[config.mk]
export PLATFORM = sky130hd
export DESIGN_NAME = uart_modem_serial_pins
export DESIGN_NICKNAME = d
export VERILOG_FILES = /design/src/shared/uart_pins_pkg.sv /design/src/uart_modem_serial_pins.sv
export SDC_FILE = /design/constraint.sdc
export NUM_CORES = 1
export LEC_CHECK = 0
export ABC_CLOCK_PERIOD_IN_PS = 2900
export BUFFER_PORTS_ARGS = -buffer_cell sky130_fd_sc_hd__buf_2
export CORE_ASPECT_RATIO = 1.1
export CORE_UTILIZATION = 47
export CTS_CLUSTER_SIZE = 16
export DETAILED_ROUTE_END_ITERATION = 6
export PLACE_DENSITY = 0.77
export SKIP_LAST_GASP = 1
export SLEW_MARGIN = 20
export SYNTH_ARGS = -nofsm -noshare
export SYNTH_HDL_FRONTEND = slang
export SYNTH_SLANG_ARGS = --single-unit
[constraint.sdc]
create_clock -name aclk -period 2.9 [get_ports aclk]
set_clock_uncertainty 0.2 [all_clocks]
set_input_delay 0.725 -clock aclk [delete_from_list [all_inputs] [get_ports aclk]]
set_output_delay 0.725 -clock aclk [all_outputs]
set_load 0.01 [all_outputs]
[src/shared/uart_pins_pkg.sv]
// Package with register map, field positions and reset values of the modem and serial pin block.
package uart_pins_pkg;
  localparam int ADDR_W = 8;
  localparam int DATA_W = 32;
  localparam int NCH = 2;
  // Byte address layout: bit 5 picks the channel, bits 4:2 pick the register.
  localparam int CH_BIT = 5;
  localparam int IDX_LO = 2;
  localparam int IDX_HI = 4;
  localparam int TOP_LO = 6;
  localparam logic [2:0] IDX_MODEM_CTRL = 3'h0;
  localparam logic [2:0] IDX_ENH_FEAT = 3'h1;
  localparam logic [2:0] IDX_INT_ENABLE = 3'h2;
  localparam logic [2:0] IDX_PIN_STATUS = 3'h3;
  localparam logic [2:0] IDX_EVENT_STATUS = 3'h4;
  localparam logic [2:0] IDX_EVENT_MASK = 3'h5;
  localparam logic [2:0] IDX_LAST = 3'h5;
  // Modem control fields.
  localparam int MC_TERM_READY = 0;
  localparam int MC_REQ_SEND = 1;
  localparam int MC_INT_OUT_EN = 3;
  localparam int MC_INFRARED = 6;
  // Enhanced feature and interrupt enable fields for automatic flow control.
  localparam int EF_AUTO_RTS = 6;
  localparam int EF_AUTO_CTS = 7;
  localparam int IE_AUTO_RTS = 6;
  localparam int IE_AUTO_CTS = 7;
  // Pin status and event fields share one layout.
  localparam int EV_CTS = 0;
  localparam int EV_DSR = 1;
  localparam int EV_RI = 2;
  localparam int EV_CD = 3;
  localparam int EV_RX_READY = 4;
  localparam int ST_TX_ALLOWED = 5;
  localparam int EV_W = 5;
  localparam logic [7:0] CTRL_RESET = 8'h00;
  localparam logic [EV_W-1:0] EV_RESET = 5'h00;
  localparam logic [1:0] RESP_OKAY = 2'h0;
  localparam logic [1:0] RESP_SLVERR = 2'h2;
  localparam logic [DATA_W-1:0] RDATA_ZERO = 32'h0000_0000;
endpackage

[src/uart_modem_serial_pins.sv]
// Serial line and modem pin logic for two channels with an AXI4-Lite register slave.
`timescale 1ns/1ps

// Functional notes
// - Active-low receive-ready output mirrors receive status.
// - Modem bit 6 clear selects standard serial.
// - Standard transmit line idles and resets high.
// - Modem bit 6 set selects infrared data.
// - Infrared encoder and decoder idle low.
// - Request-to-send: general output or automatic flow.
// - Clear-to-send: general input or automatic gating.
// - Terminal-ready is a software-driven output.
// - Modem bit 3 set: interrupt driven, port2 low.
// - Modem bit 3 clear: interrupt released, port2 high.
module uart_modem_serial_pins
(
  input wire logic aclk,
  input wire logic aresetn,
  input wire logic [uart_pins_pkg::ADDR_W-1:0] awaddr,
  input wire logic [2:0] awprot,
  input wire logic awvalid,
  output logic awready,
  input wire logic [uart_pins_pkg::DATA_W-1:0] wdata,
  input wire logic [3:0] wstrb,
  input wire logic wvalid,
  output logic wready,
  output logic [1:0] bresp,
  output logic bvalid,
  input wire logic bready,
  input wire logic [uart_pins_pkg::ADDR_W-1:0] araddr,
  input wire logic [2:0] arprot,
  input wire logic arvalid,
  output logic arready,
  output logic [uart_pins_pkg::DATA_W-1:0] rdata,
  output logic [1:0] rresp,
  output logic rvalid,
  input wire logic rready,
  output logic irq,
  output logic serial_out_a,
  input wire logic serial_in_a,
  output logic request_to_send_n_a,
  input wire logic clear_to_send_n_a,
  output logic terminal_ready_n_a,
  input wire logic set_ready_n_a,
  input wire logic carrier_detect_n_a,
  input wire logic ring_indicator_n_a,
  output logic output_port2_n_a,
  output logic irq_out_a,
  output logic irq_out_oe_a,
  output logic rx_ready_n_a,
  input wire logic tx_bit_a,
  input wire logic ir_tx_bit_a,
  input wire logic tx_active_a,
  input wire logic rx_nonempty_a,
  input wire logic rx_above_trigger_a,
  input wire logic core_int_a,
  output logic rx_std_bit_a,
  output logic rx_ir_bit_a,
  output logic tx_allowed_a,
  output logic serial_out_b,
  input wire logic serial_in_b,
  output logic request_to_send_n_b,
  input wire logic clear_to_send_n_b,
  output logic terminal_ready_n_b,
  input wire logic set_ready_n_b,
  input wire logic carrier_detect_n_b,
  input wire logic ring_indicator_n_b,
  output logic output_port2_n_b,
  output logic irq_out_b,
  output logic irq_out_oe_b,
  output logic rx_ready_n_b,
  input wire logic tx_bit_b,
  input wire logic ir_tx_bit_b,
  input wire logic tx_active_b,
  input wire logic rx_nonempty_b,
  input wire logic rx_above_trigger_b,
  input wire logic core_int_b,
  output logic rx_std_bit_b,
  output logic rx_ir_bit_b,
  output logic tx_allowed_b
);
  import uart_pins_pkg::*;

  // Address decode shared by the write and read paths.
  function automatic logic addr_mapped(input logic [ADDR_W-1:0] addr);
    addr_mapped = (addr[ADDR_W-1:TOP_LO] == '0) && (addr[IDX_HI:IDX_LO] <= IDX_LAST);
  endfunction

  // Pin bundles gathered into per-channel vectors, index 0 is channel A.
  wire logic [NCH-1:0] cts_n_v = {clear_to_send_n_b, clear_to_send_n_a};
  wire logic [NCH-1:0] dsr_n_v = {set_ready_n_b, set_ready_n_a};
  wire logic [NCH-1:0] cd_n_v = {carrier_detect_n_b, carrier_detect_n_a};
  wire logic [NCH-1:0] ri_n_v = {ring_indicator_n_b, ring_indicator_n_a};
  wire logic [NCH-1:0] sin_v = {serial_in_b, serial_in_a};
  wire logic [NCH-1:0] tx_bit_v = {tx_bit_b, tx_bit_a};
  wire logic [NCH-1:0] ir_bit_v = {ir_tx_bit_b, ir_tx_bit_a};
  wire logic [NCH-1:0] tx_act_v = {tx_active_b, tx_active_a};
  wire logic [NCH-1:0] rx_ne_v = {rx_nonempty_b, rx_nonempty_a};
  wire logic [NCH-1:0] rx_hi_v = {rx_above_trigger_b, rx_above_trigger_a};
  wire logic [NCH-1:0] core_int_v = {core_int_b, core_int_a};

  logic [7:0] mcr_reg [NCH];
  logic [7:0] efr_reg [NCH];
  logic [7:0] ier_reg [NCH];
  logic [EV_W-1:0] ev_mask_reg [NCH];
  logic [EV_W-1:0] ev_stat_reg [NCH];
  logic [EV_W-1:0] pins_prev_reg [NCH];
  logic [EV_W-1:0] pins_now [NCH];
  logic [NCH-1:0] ser_out_reg;
  logic [NCH-1:0] rts_n_reg;
  logic [NCH-1:0] dtr_n_reg;
  logic [NCH-1:0] rx_rdy_n_reg;
  logic [NCH-1:0] tx_ok_reg;
  logic [NCH-1:0] rx_std_reg;
  logic [NCH-1:0] rx_ir_reg;
  logic [NCH-1:0] irq_ch;

  // Write channel holding registers; address and data may arrive in either order.
  logic aw_held_reg;
  logic w_held_reg;
  logic [ADDR_W-1:0] aw_addr_reg;
  logic [7:0] w_byte_reg;
  logic w_lane_reg;
  logic wr_fire;
  logic wr_ch;
  logic [2:0] wr_idx;

  assign awready = !aw_held_reg && !bvalid;
  assign wready = !w_held_reg && !bvalid;
  assign wr_fire = aw_held_reg && w_held_reg && !bvalid;
  assign wr_ch = aw_addr_reg[CH_BIT];
  assign wr_idx = aw_addr_reg[IDX_HI:IDX_LO];

  // Capture the write address and data, and answer once both are in.
  always_ff @(posedge aclk)
  begin
    if (!aresetn)
    begin
      aw_held_reg <= 1'b0;
      w_held_reg <= 1'b0;
      aw_addr_reg <= '0;
      w_byte_reg <= CTRL_RESET;
      w_lane_reg <= 1'b0;
      bvalid <= 1'b0;
      bresp <= RESP_OKAY;
    end
    else
    begin
      if (awvalid && awready)
      begin
        aw_held_reg <= 1'b1;
        aw_addr_reg <= awaddr;
      end
      if (wvalid && wready)
      begin
        w_held_reg <= 1'b1;
        w_byte_reg <= wdata[7:0];
        w_lane_reg <= wstrb[0];
      end
      if (wr_fire)
      begin
        aw_held_reg <= 1'b0;
        w_held_reg <= 1'b0;
        bvalid <= 1'b1;
        bresp <= addr_mapped(aw_addr_reg) ? RESP_OKAY : RESP_SLVERR;
      end
      else if (bvalid && bready)
      begin
        bvalid <= 1'b0;
      end
    end
  end

  // Control registers; only the addressed channel's copy ever changes.
  always_ff @(posedge aclk)
  begin
    if (!aresetn)
    begin
      for (int c = 0; c < NCH; c++)
      begin
        mcr_reg[c] <= CTRL_RESET;
        efr_reg[c] <= CTRL_RESET;
        ier_reg[c] <= CTRL_RESET;
        ev_mask_reg[c] <= EV_RESET;
      end
    end
    else if (wr_fire && w_lane_reg && addr_mapped(aw_addr_reg))
    begin
      case (wr_idx)
        IDX_MODEM_CTRL: mcr_reg[wr_ch] <= w_byte_reg;
        IDX_ENH_FEAT: efr_reg[wr_ch] <= w_byte_reg;
        IDX_INT_ENABLE: ier_reg[wr_ch] <= w_byte_reg;
        IDX_EVENT_MASK: ev_mask_reg[wr_ch] <= w_byte_reg[EV_W-1:0];
        default: ;
      endcase
    end
  end

  // Current pin levels shown active high, for status reads and edge detection.
  always_comb
  begin
    for (int c = 0; c < NCH; c++)
    begin
      pins_now[c] = EV_RESET;
      pins_now[c][EV_CTS] = !cts_n_v[c];
      pins_now[c][EV_DSR] = !dsr_n_v[c];
      pins_now[c][EV_RI] = !ri_n_v[c];
      pins_now[c][EV_CD] = !cd_n_v[c];
      pins_now[c][EV_RX_READY] = rx_ne_v[c];
    end
  end

  // Sticky events: any pin change or receive data arrival; writing a one clears,
  // but an event in the same cycle wins so that it is never lost.
  always_ff @(posedge aclk)
  begin
    if (!aresetn)
    begin
      for (int c = 0; c < NCH; c++)
      begin
        ev_stat_reg[c] <= EV_RESET;
        pins_prev_reg[c] <= EV_RESET;
      end
    end
    else
    begin
      for (int c = 0; c < NCH; c++)
      begin
        logic [EV_W-1:0] clr;
        logic [EV_W-1:0] hit;
        clr = EV_RESET;
        if (wr_fire && w_lane_reg && (wr_idx == IDX_EVENT_STATUS) &&
            (wr_ch == 1'(c)) && addr_mapped(aw_addr_reg))
        begin
          clr = w_byte_reg[EV_W-1:0];
        end
        hit = pins_now[c] ^ pins_prev_reg[c];
        hit[EV_RX_READY] = pins_now[c][EV_RX_READY] && !pins_prev_reg[c][EV_RX_READY];
        pins_prev_reg[c] <= pins_now[c];
        ev_stat_reg[c] <= (ev_stat_reg[c] & ~clr) | hit;
      end
    end
  end

  // Read path answers one cycle after the address is taken.
  always_ff @(posedge aclk)
  begin
    if (!aresetn)
    begin
      rvalid <= 1'b0;
      rdata <= RDATA_ZERO;
      rresp <= RESP_OKAY;
    end
    else if (arvalid && arready)
    begin
      logic rc;
      rc = araddr[CH_BIT];
      rvalid <= 1'b1;
      rresp <= addr_mapped(araddr) ? RESP_OKAY : RESP_SLVERR;
      rdata <= RDATA_ZERO;
      if (addr_mapped(araddr))
      begin
        case (araddr[IDX_HI:IDX_LO])
          IDX_MODEM_CTRL: rdata[7:0] <= mcr_reg[rc];
          IDX_ENH_FEAT: rdata[7:0] <= efr_reg[rc];
          IDX_INT_ENABLE: rdata[7:0] <= ier_reg[rc];
          IDX_PIN_STATUS: rdata[ST_TX_ALLOWED:0] <= {tx_ok_reg[rc], pins_now[rc]};
          IDX_EVENT_STATUS: rdata[EV_W-1:0] <= ev_stat_reg[rc];
          IDX_EVENT_MASK: rdata[EV_W-1:0] <= ev_mask_reg[rc];
          default: rdata <= RDATA_ZERO;
        endcase
      end
    end
    else if (rvalid && rready)
    begin
      rvalid <= 1'b0;
    end
  end

  assign arready = !rvalid;

  // Per-channel line and modem pin logic, one identical copy per channel.
  genvar i;
  generate
    for (i = 0; i < NCH; i++)
    begin : g_ch
      wire logic ir_mode = mcr_reg[i][MC_INFRARED];
      wire logic auto_rts = efr_reg[i][EF_AUTO_RTS] && ier_reg[i][IE_AUTO_RTS];
      wire logic auto_cts = efr_reg[i][EF_AUTO_CTS] && ier_reg[i][IE_AUTO_CTS];

      // Line drivers; a reset or an idle line rests at the mode's own idle level.
      always_ff @(posedge aclk)
      begin
        if (!aresetn)
        begin
          ser_out_reg[i] <= 1'b1;
          rx_std_reg[i] <= 1'b1;
          rx_ir_reg[i] <= 1'b0;
        end
        else if (ir_mode)
        begin
          ser_out_reg[i] <= tx_act_v[i] ? ir_bit_v[i] : 1'b0;
          rx_std_reg[i] <= 1'b1;
          rx_ir_reg[i] <= sin_v[i];
        end
        else
        begin
          ser_out_reg[i] <= tx_act_v[i] ? tx_bit_v[i] : 1'b1;
          rx_std_reg[i] <= sin_v[i];
          rx_ir_reg[i] <= 1'b0;
        end
      end

      // Modem outputs and flow control. With automatic flow the software
      // request bit must already be set, otherwise the pin stays deasserted.
      always_ff @(posedge aclk)
      begin
        if (!aresetn)
        begin
          rts_n_reg[i] <= 1'b1;
          dtr_n_reg[i] <= 1'b1;
          rx_rdy_n_reg[i] <= 1'b1;
          tx_ok_reg[i] <= 1'b1;
        end
        else
        begin
          rts_n_reg[i] <= !(mcr_reg[i][MC_REQ_SEND] && !(auto_rts && rx_hi_v[i]));
          dtr_n_reg[i] <= !mcr_reg[i][MC_TERM_READY];
          rx_rdy_n_reg[i] <= !rx_ne_v[i];
          tx_ok_reg[i] <= !auto_cts || !cts_n_v[i];
        end
      end

      // The channel interrupt ignores the enable bit; only the pin's output enable follows it.
      assign irq_ch[i] = core_int_v[i] || |(ev_stat_reg[i] & ev_mask_reg[i]);

    end
  endgenerate

  // Pin mapping back to named ports.
  assign serial_out_a = ser_out_reg[0];
  assign serial_out_b = ser_out_reg[1];
  assign request_to_send_n_a = rts_n_reg[0];
  assign request_to_send_n_b = rts_n_reg[1];
  assign terminal_ready_n_a = dtr_n_reg[0];
  assign terminal_ready_n_b = dtr_n_reg[1];
  assign rx_ready_n_a = rx_rdy_n_reg[0];
  assign rx_ready_n_b = rx_rdy_n_reg[1];
  assign tx_allowed_a = tx_ok_reg[0];
  assign tx_allowed_b = tx_ok_reg[1];
  assign rx_std_bit_a = rx_std_reg[0];
  assign rx_std_bit_b = rx_std_reg[1];
  assign rx_ir_bit_a = rx_ir_reg[0];
  assign rx_ir_bit_b = rx_ir_reg[1];
  // Port2 and interrupt release track the enable bit; a user toggling port2
  // as a general output would also switch the interrupt pin off.
  assign output_port2_n_a = !mcr_reg[0][MC_INT_OUT_EN];
  assign output_port2_n_b = !mcr_reg[1][MC_INT_OUT_EN];
  assign irq_out_oe_a = mcr_reg[0][MC_INT_OUT_EN];
  assign irq_out_oe_b = mcr_reg[1][MC_INT_OUT_EN];
  assign irq_out_a = irq_ch[0];
  assign irq_out_b = irq_ch[1];
  assign irq = |irq_ch;
endmodule

==> results.yml <==
final_layout:
  finalNetCount: 690
  drive_above_1_share: 0.2305
  n_antenna_cell: 0
  areaGrowthSynthToFinish_pct: 20.45
  finish.utilization: 0.5864
place:
  port-buffer-count: 85
  hpwl_um: 9078
  gp_congestion: 0.8365
floorplan:
  die_y_um: 114.0
  design.core.area_mm2: 0.01101
  start_util: 0.4868
  pin_count: 149
  die_x_um: 103.8
  rows: 40
  fp.dieArea_mm2: 0.01184
job:
  maxCapViolCount: 0
clock_tree:
  cts_hold_buf: 0
  post_cts_buffers: 0
  htree_num_levels: 4
  cts_tree: "yes"
  clkTransAtPathRegs_ns: 0.05
  numCtsBuffers: 17
  cts_root_buffer: "clkbuf_16"
  clk_latency_ns: 0.42
  cts.repair.resized: 0
  clock_sinks: 121
  cts.path.max_buffers: 2
critical_path:
  start_kind: "register"
  end_kind: "output port"
  cp_data_required_time_ns: 1.98
  cp_max_fo: 2
  path_class: "register to output port"
  worstPathArrival_ns: 1.66
  r2r_setup_slack_ns: 0.47
sta:
  slew_violations: 0
  fin_crit_ns: 2.590
  grt_setup_unrepaired: "false"
  finalSetupViolations: 0
  final-hold-violation-count: 0
  relSlewSlack: 0.5037
  fmax_mhz: 386.1
  period_share: 0.8930
  setup_tns_ns: 0
  tightest_slew_ns: 0.7376
synthesis:
  synth-seq-cells: 121
  ys_types: 48
  synthMuxAreaShare: 0.09781
  synth_compound_area_frac: 0.08497
  async_flop_share: 0
  ys.flop_type: "dfxtp_1"
  yosys.area_share.adder: 0
  synth_largest_area_cell: "edfxtp_1"
  synth_xor_area_frac: 0.01307
  yosys.area_share.simple: 0.1753
  synth_area_mm2: 0.005360
  synth_warnings: 0
  synth_top_family_by_area: "simple AND/OR/NAND/NOR gates"
  ys_seq_area_frac: 0.5602
  synth_area_leaders: "edfxtp_1 (32%), dfxtp_1 (24%), mux2i_1 (9.2%), nor2_1 (5.1%), buf_4 (4.1%)"
  synth_area_per_cell_um2: 10.61
  syn-instance-count: 505
  synth_top_area_frac: 0.3249
  synth-edff-count: 58
grt:
  antenna_found_initial: 0
  grt_pass1_vias: 3921
  grt_util_all_layers: 0.2236
  grt_first_pass_wirelength_um: 20100
  overflow: 0
  grt_max_degree: 27
power:
  p_per_area_mw_per_mm2: 661.8
  irDropWorstVdd_v: 0.0003667
  power.leakage_uw: 0.002741
detailed_routing:
  via_count: 4000
  antenna_left: 0
  wl_per_cell_um: 16.31
  route.detailed.drc: 0
  via_per_inst: 5.242
  drt_first_pass_iters: 5
  totalWireLength_um: 12450
  dr.first_iter.drc_count: 186
status:
  status: "finished, final reports clean"
worst_hold_path:
  hold_class: "register to register"
==> synthesized netlist by cell type (3+ instances only) <==
| library cell | n |
|---|---|
| nand3_1 | 10 |
| o21ai_0 | 23 |
| mux2_2 | 3 |
| nor2_1 | 73 |
| o22a_1 | 3 |
| and3_1 | 16 |
| nand2_1 | 32 |
| xor2_1 | 8 |
| clkbuf_1 | 11 |
| a21oi_1 | 21 |
| nor3b_1 | 3 |
| nor2b_1 | 4 |
| edfxtp_1 | 58 |
| nand2b_1 | 5 |
| buf_4 | 29 |
| inv_1 | 11 |
| a22oi_1 | 4 |
| o31a_1 | 3 |
| mux2i_1 | 49 |
| dfxtp_1 | 63 |
| buf_2 | 6 |
| and2_1 | 18 |
| or3_1 | 3 |
| o22ai_1 | 13 |
| nand4_1 | 3 |
==> per-layer routing <==
| metal | up-vias | track usage | part of all wire |
|---|---|---|---|
| met2 | 166 | 0.3809 | 0.49 |
| met4 | 0 | 0.1038 | 0.019 |
| met5 | - | 0 | 0 |
| met3 | 21 | 0.05200 | 0.074 |
| met1 | 1877 | 0.2701 | 0.41 |
| li1 | 1936 | - | - |
==> report_power, final <==
part,total (µW),switching [µW],internal [µW],leakage (µW)
Combinational,347,204,143,0.00134
Sequential,1930,59.5,1870,0.00112
Clock,2000,713,1290,0.000288
Total,4270,977,3300,0.00274
==> logic make-up after synthesis <==
group	after synthesis
buffers and inverters	62
AND/OR/NAND/NOR	186
XOR/XNOR	8
flip-flops	121
other	1
multiplexers	52
AO/OA/AOI/OAI	75
==> cell usage in the layout (no fill, tap or decap), drive strengths merged, types with 3 or more instances in the layout <==
| master | netlist | layout |
|---|---|---|
| buf | 39 | 104 |
| nor2 | 73 | 73 |
| dfxtp | 63 | 63 |
| edfxtp | 58 | 58 |
| mux2i | 49 | 49 |
| nand2 | 33 | 33 |
| conb | 1 | 26 |
| o21ai | 23 | 23 |
| clkbuf | 11 | 23 |
| a21oi | 21 | 21 |
| and2 | 18 | 18 |
| and3 | 16 | 16 |
| o22ai | 13 | 13 |
| inv | 11 | 11 |
| nand3 | 10 | 10 |
| clkinv | 1 | 9 |
| xor2 | 8 | 8 |
| nand2b | 5 | 5 |
| nor2b | 4 | 4 |
| a22oi | 4 | 4 |
| nand4 | 3 | 3 |
| mux2 | 3 | 3 |
| or3 | 3 | 3 |
| o22a | 3 | 3 |
| o31a | 3 | 3 |
| nor3b | 3 | 3 |
| and4bb | 3 | 3 |
| or3b | 3 | 3 |
==> final cells by class <==
type	instances	area, µm²
timing repair buffer	104	568.0
sequential	121	3003
multi-input combinational	347	2087
clock buffer	23	500.5
tap	147	183.9
fill	903	4554
inverter	12	45.04
clock inverter	9	68.82
==> worst paths after layout <==
path                                   start                           end  depth (start not counted)
max          ev_mask_reg[0][4]$_SDFFCE_PN0P_                           irq                          4
max reg2reg              bvalid$_SDFFE_PN0P_   mcr_reg[1][7]$_SDFFCE_PN0P_                          5
min           pins_prev_reg[0][9]$_SDFF_PN0_  ev_stat_reg[1][4]$_SDFF_PN0_                          1
min reg2reg   pins_prev_reg[0][9]$_SDFF_PN0_  ev_stat_reg[1][4]$_SDFF_PN0_                          1
==> stage by stage <==
| stage | total power (µW) | hold slack [ns] | std cells | worst slack, ns | area [µm²] |
|---|---|---|---|---|---|
| 6_report | 4272 | 0.2390 | 763 | 0.3102 | 6456 |
| 5_1_grt | 4411 | 0.2474 | 763 | 0.2855 | 6456 |
| 4_1_cts | 4294 | 0.2338 | 763 | 0.3132 | 6456 |
| 3_5_place_dp | 2303 | 0.2296 | 731 | 0.1793 | 5887 |
| 3_3_place_gp | 2290 | 0.2196 | 731 | 0.1950 | 5887 |
| 2_1_floorplan | 2184 | 0.2077 | 530 | 0.05546 | 5454 |
==> critical path, cell delays in order (launching register included) <==
cell and delay (ns):
edfxtp_1 0.39, a22oi_1 0.29, nand3_1 0.14, or2_2 0.30, buf_2 0.14
No activity file was read; power rests on OpenSTA's default activity.
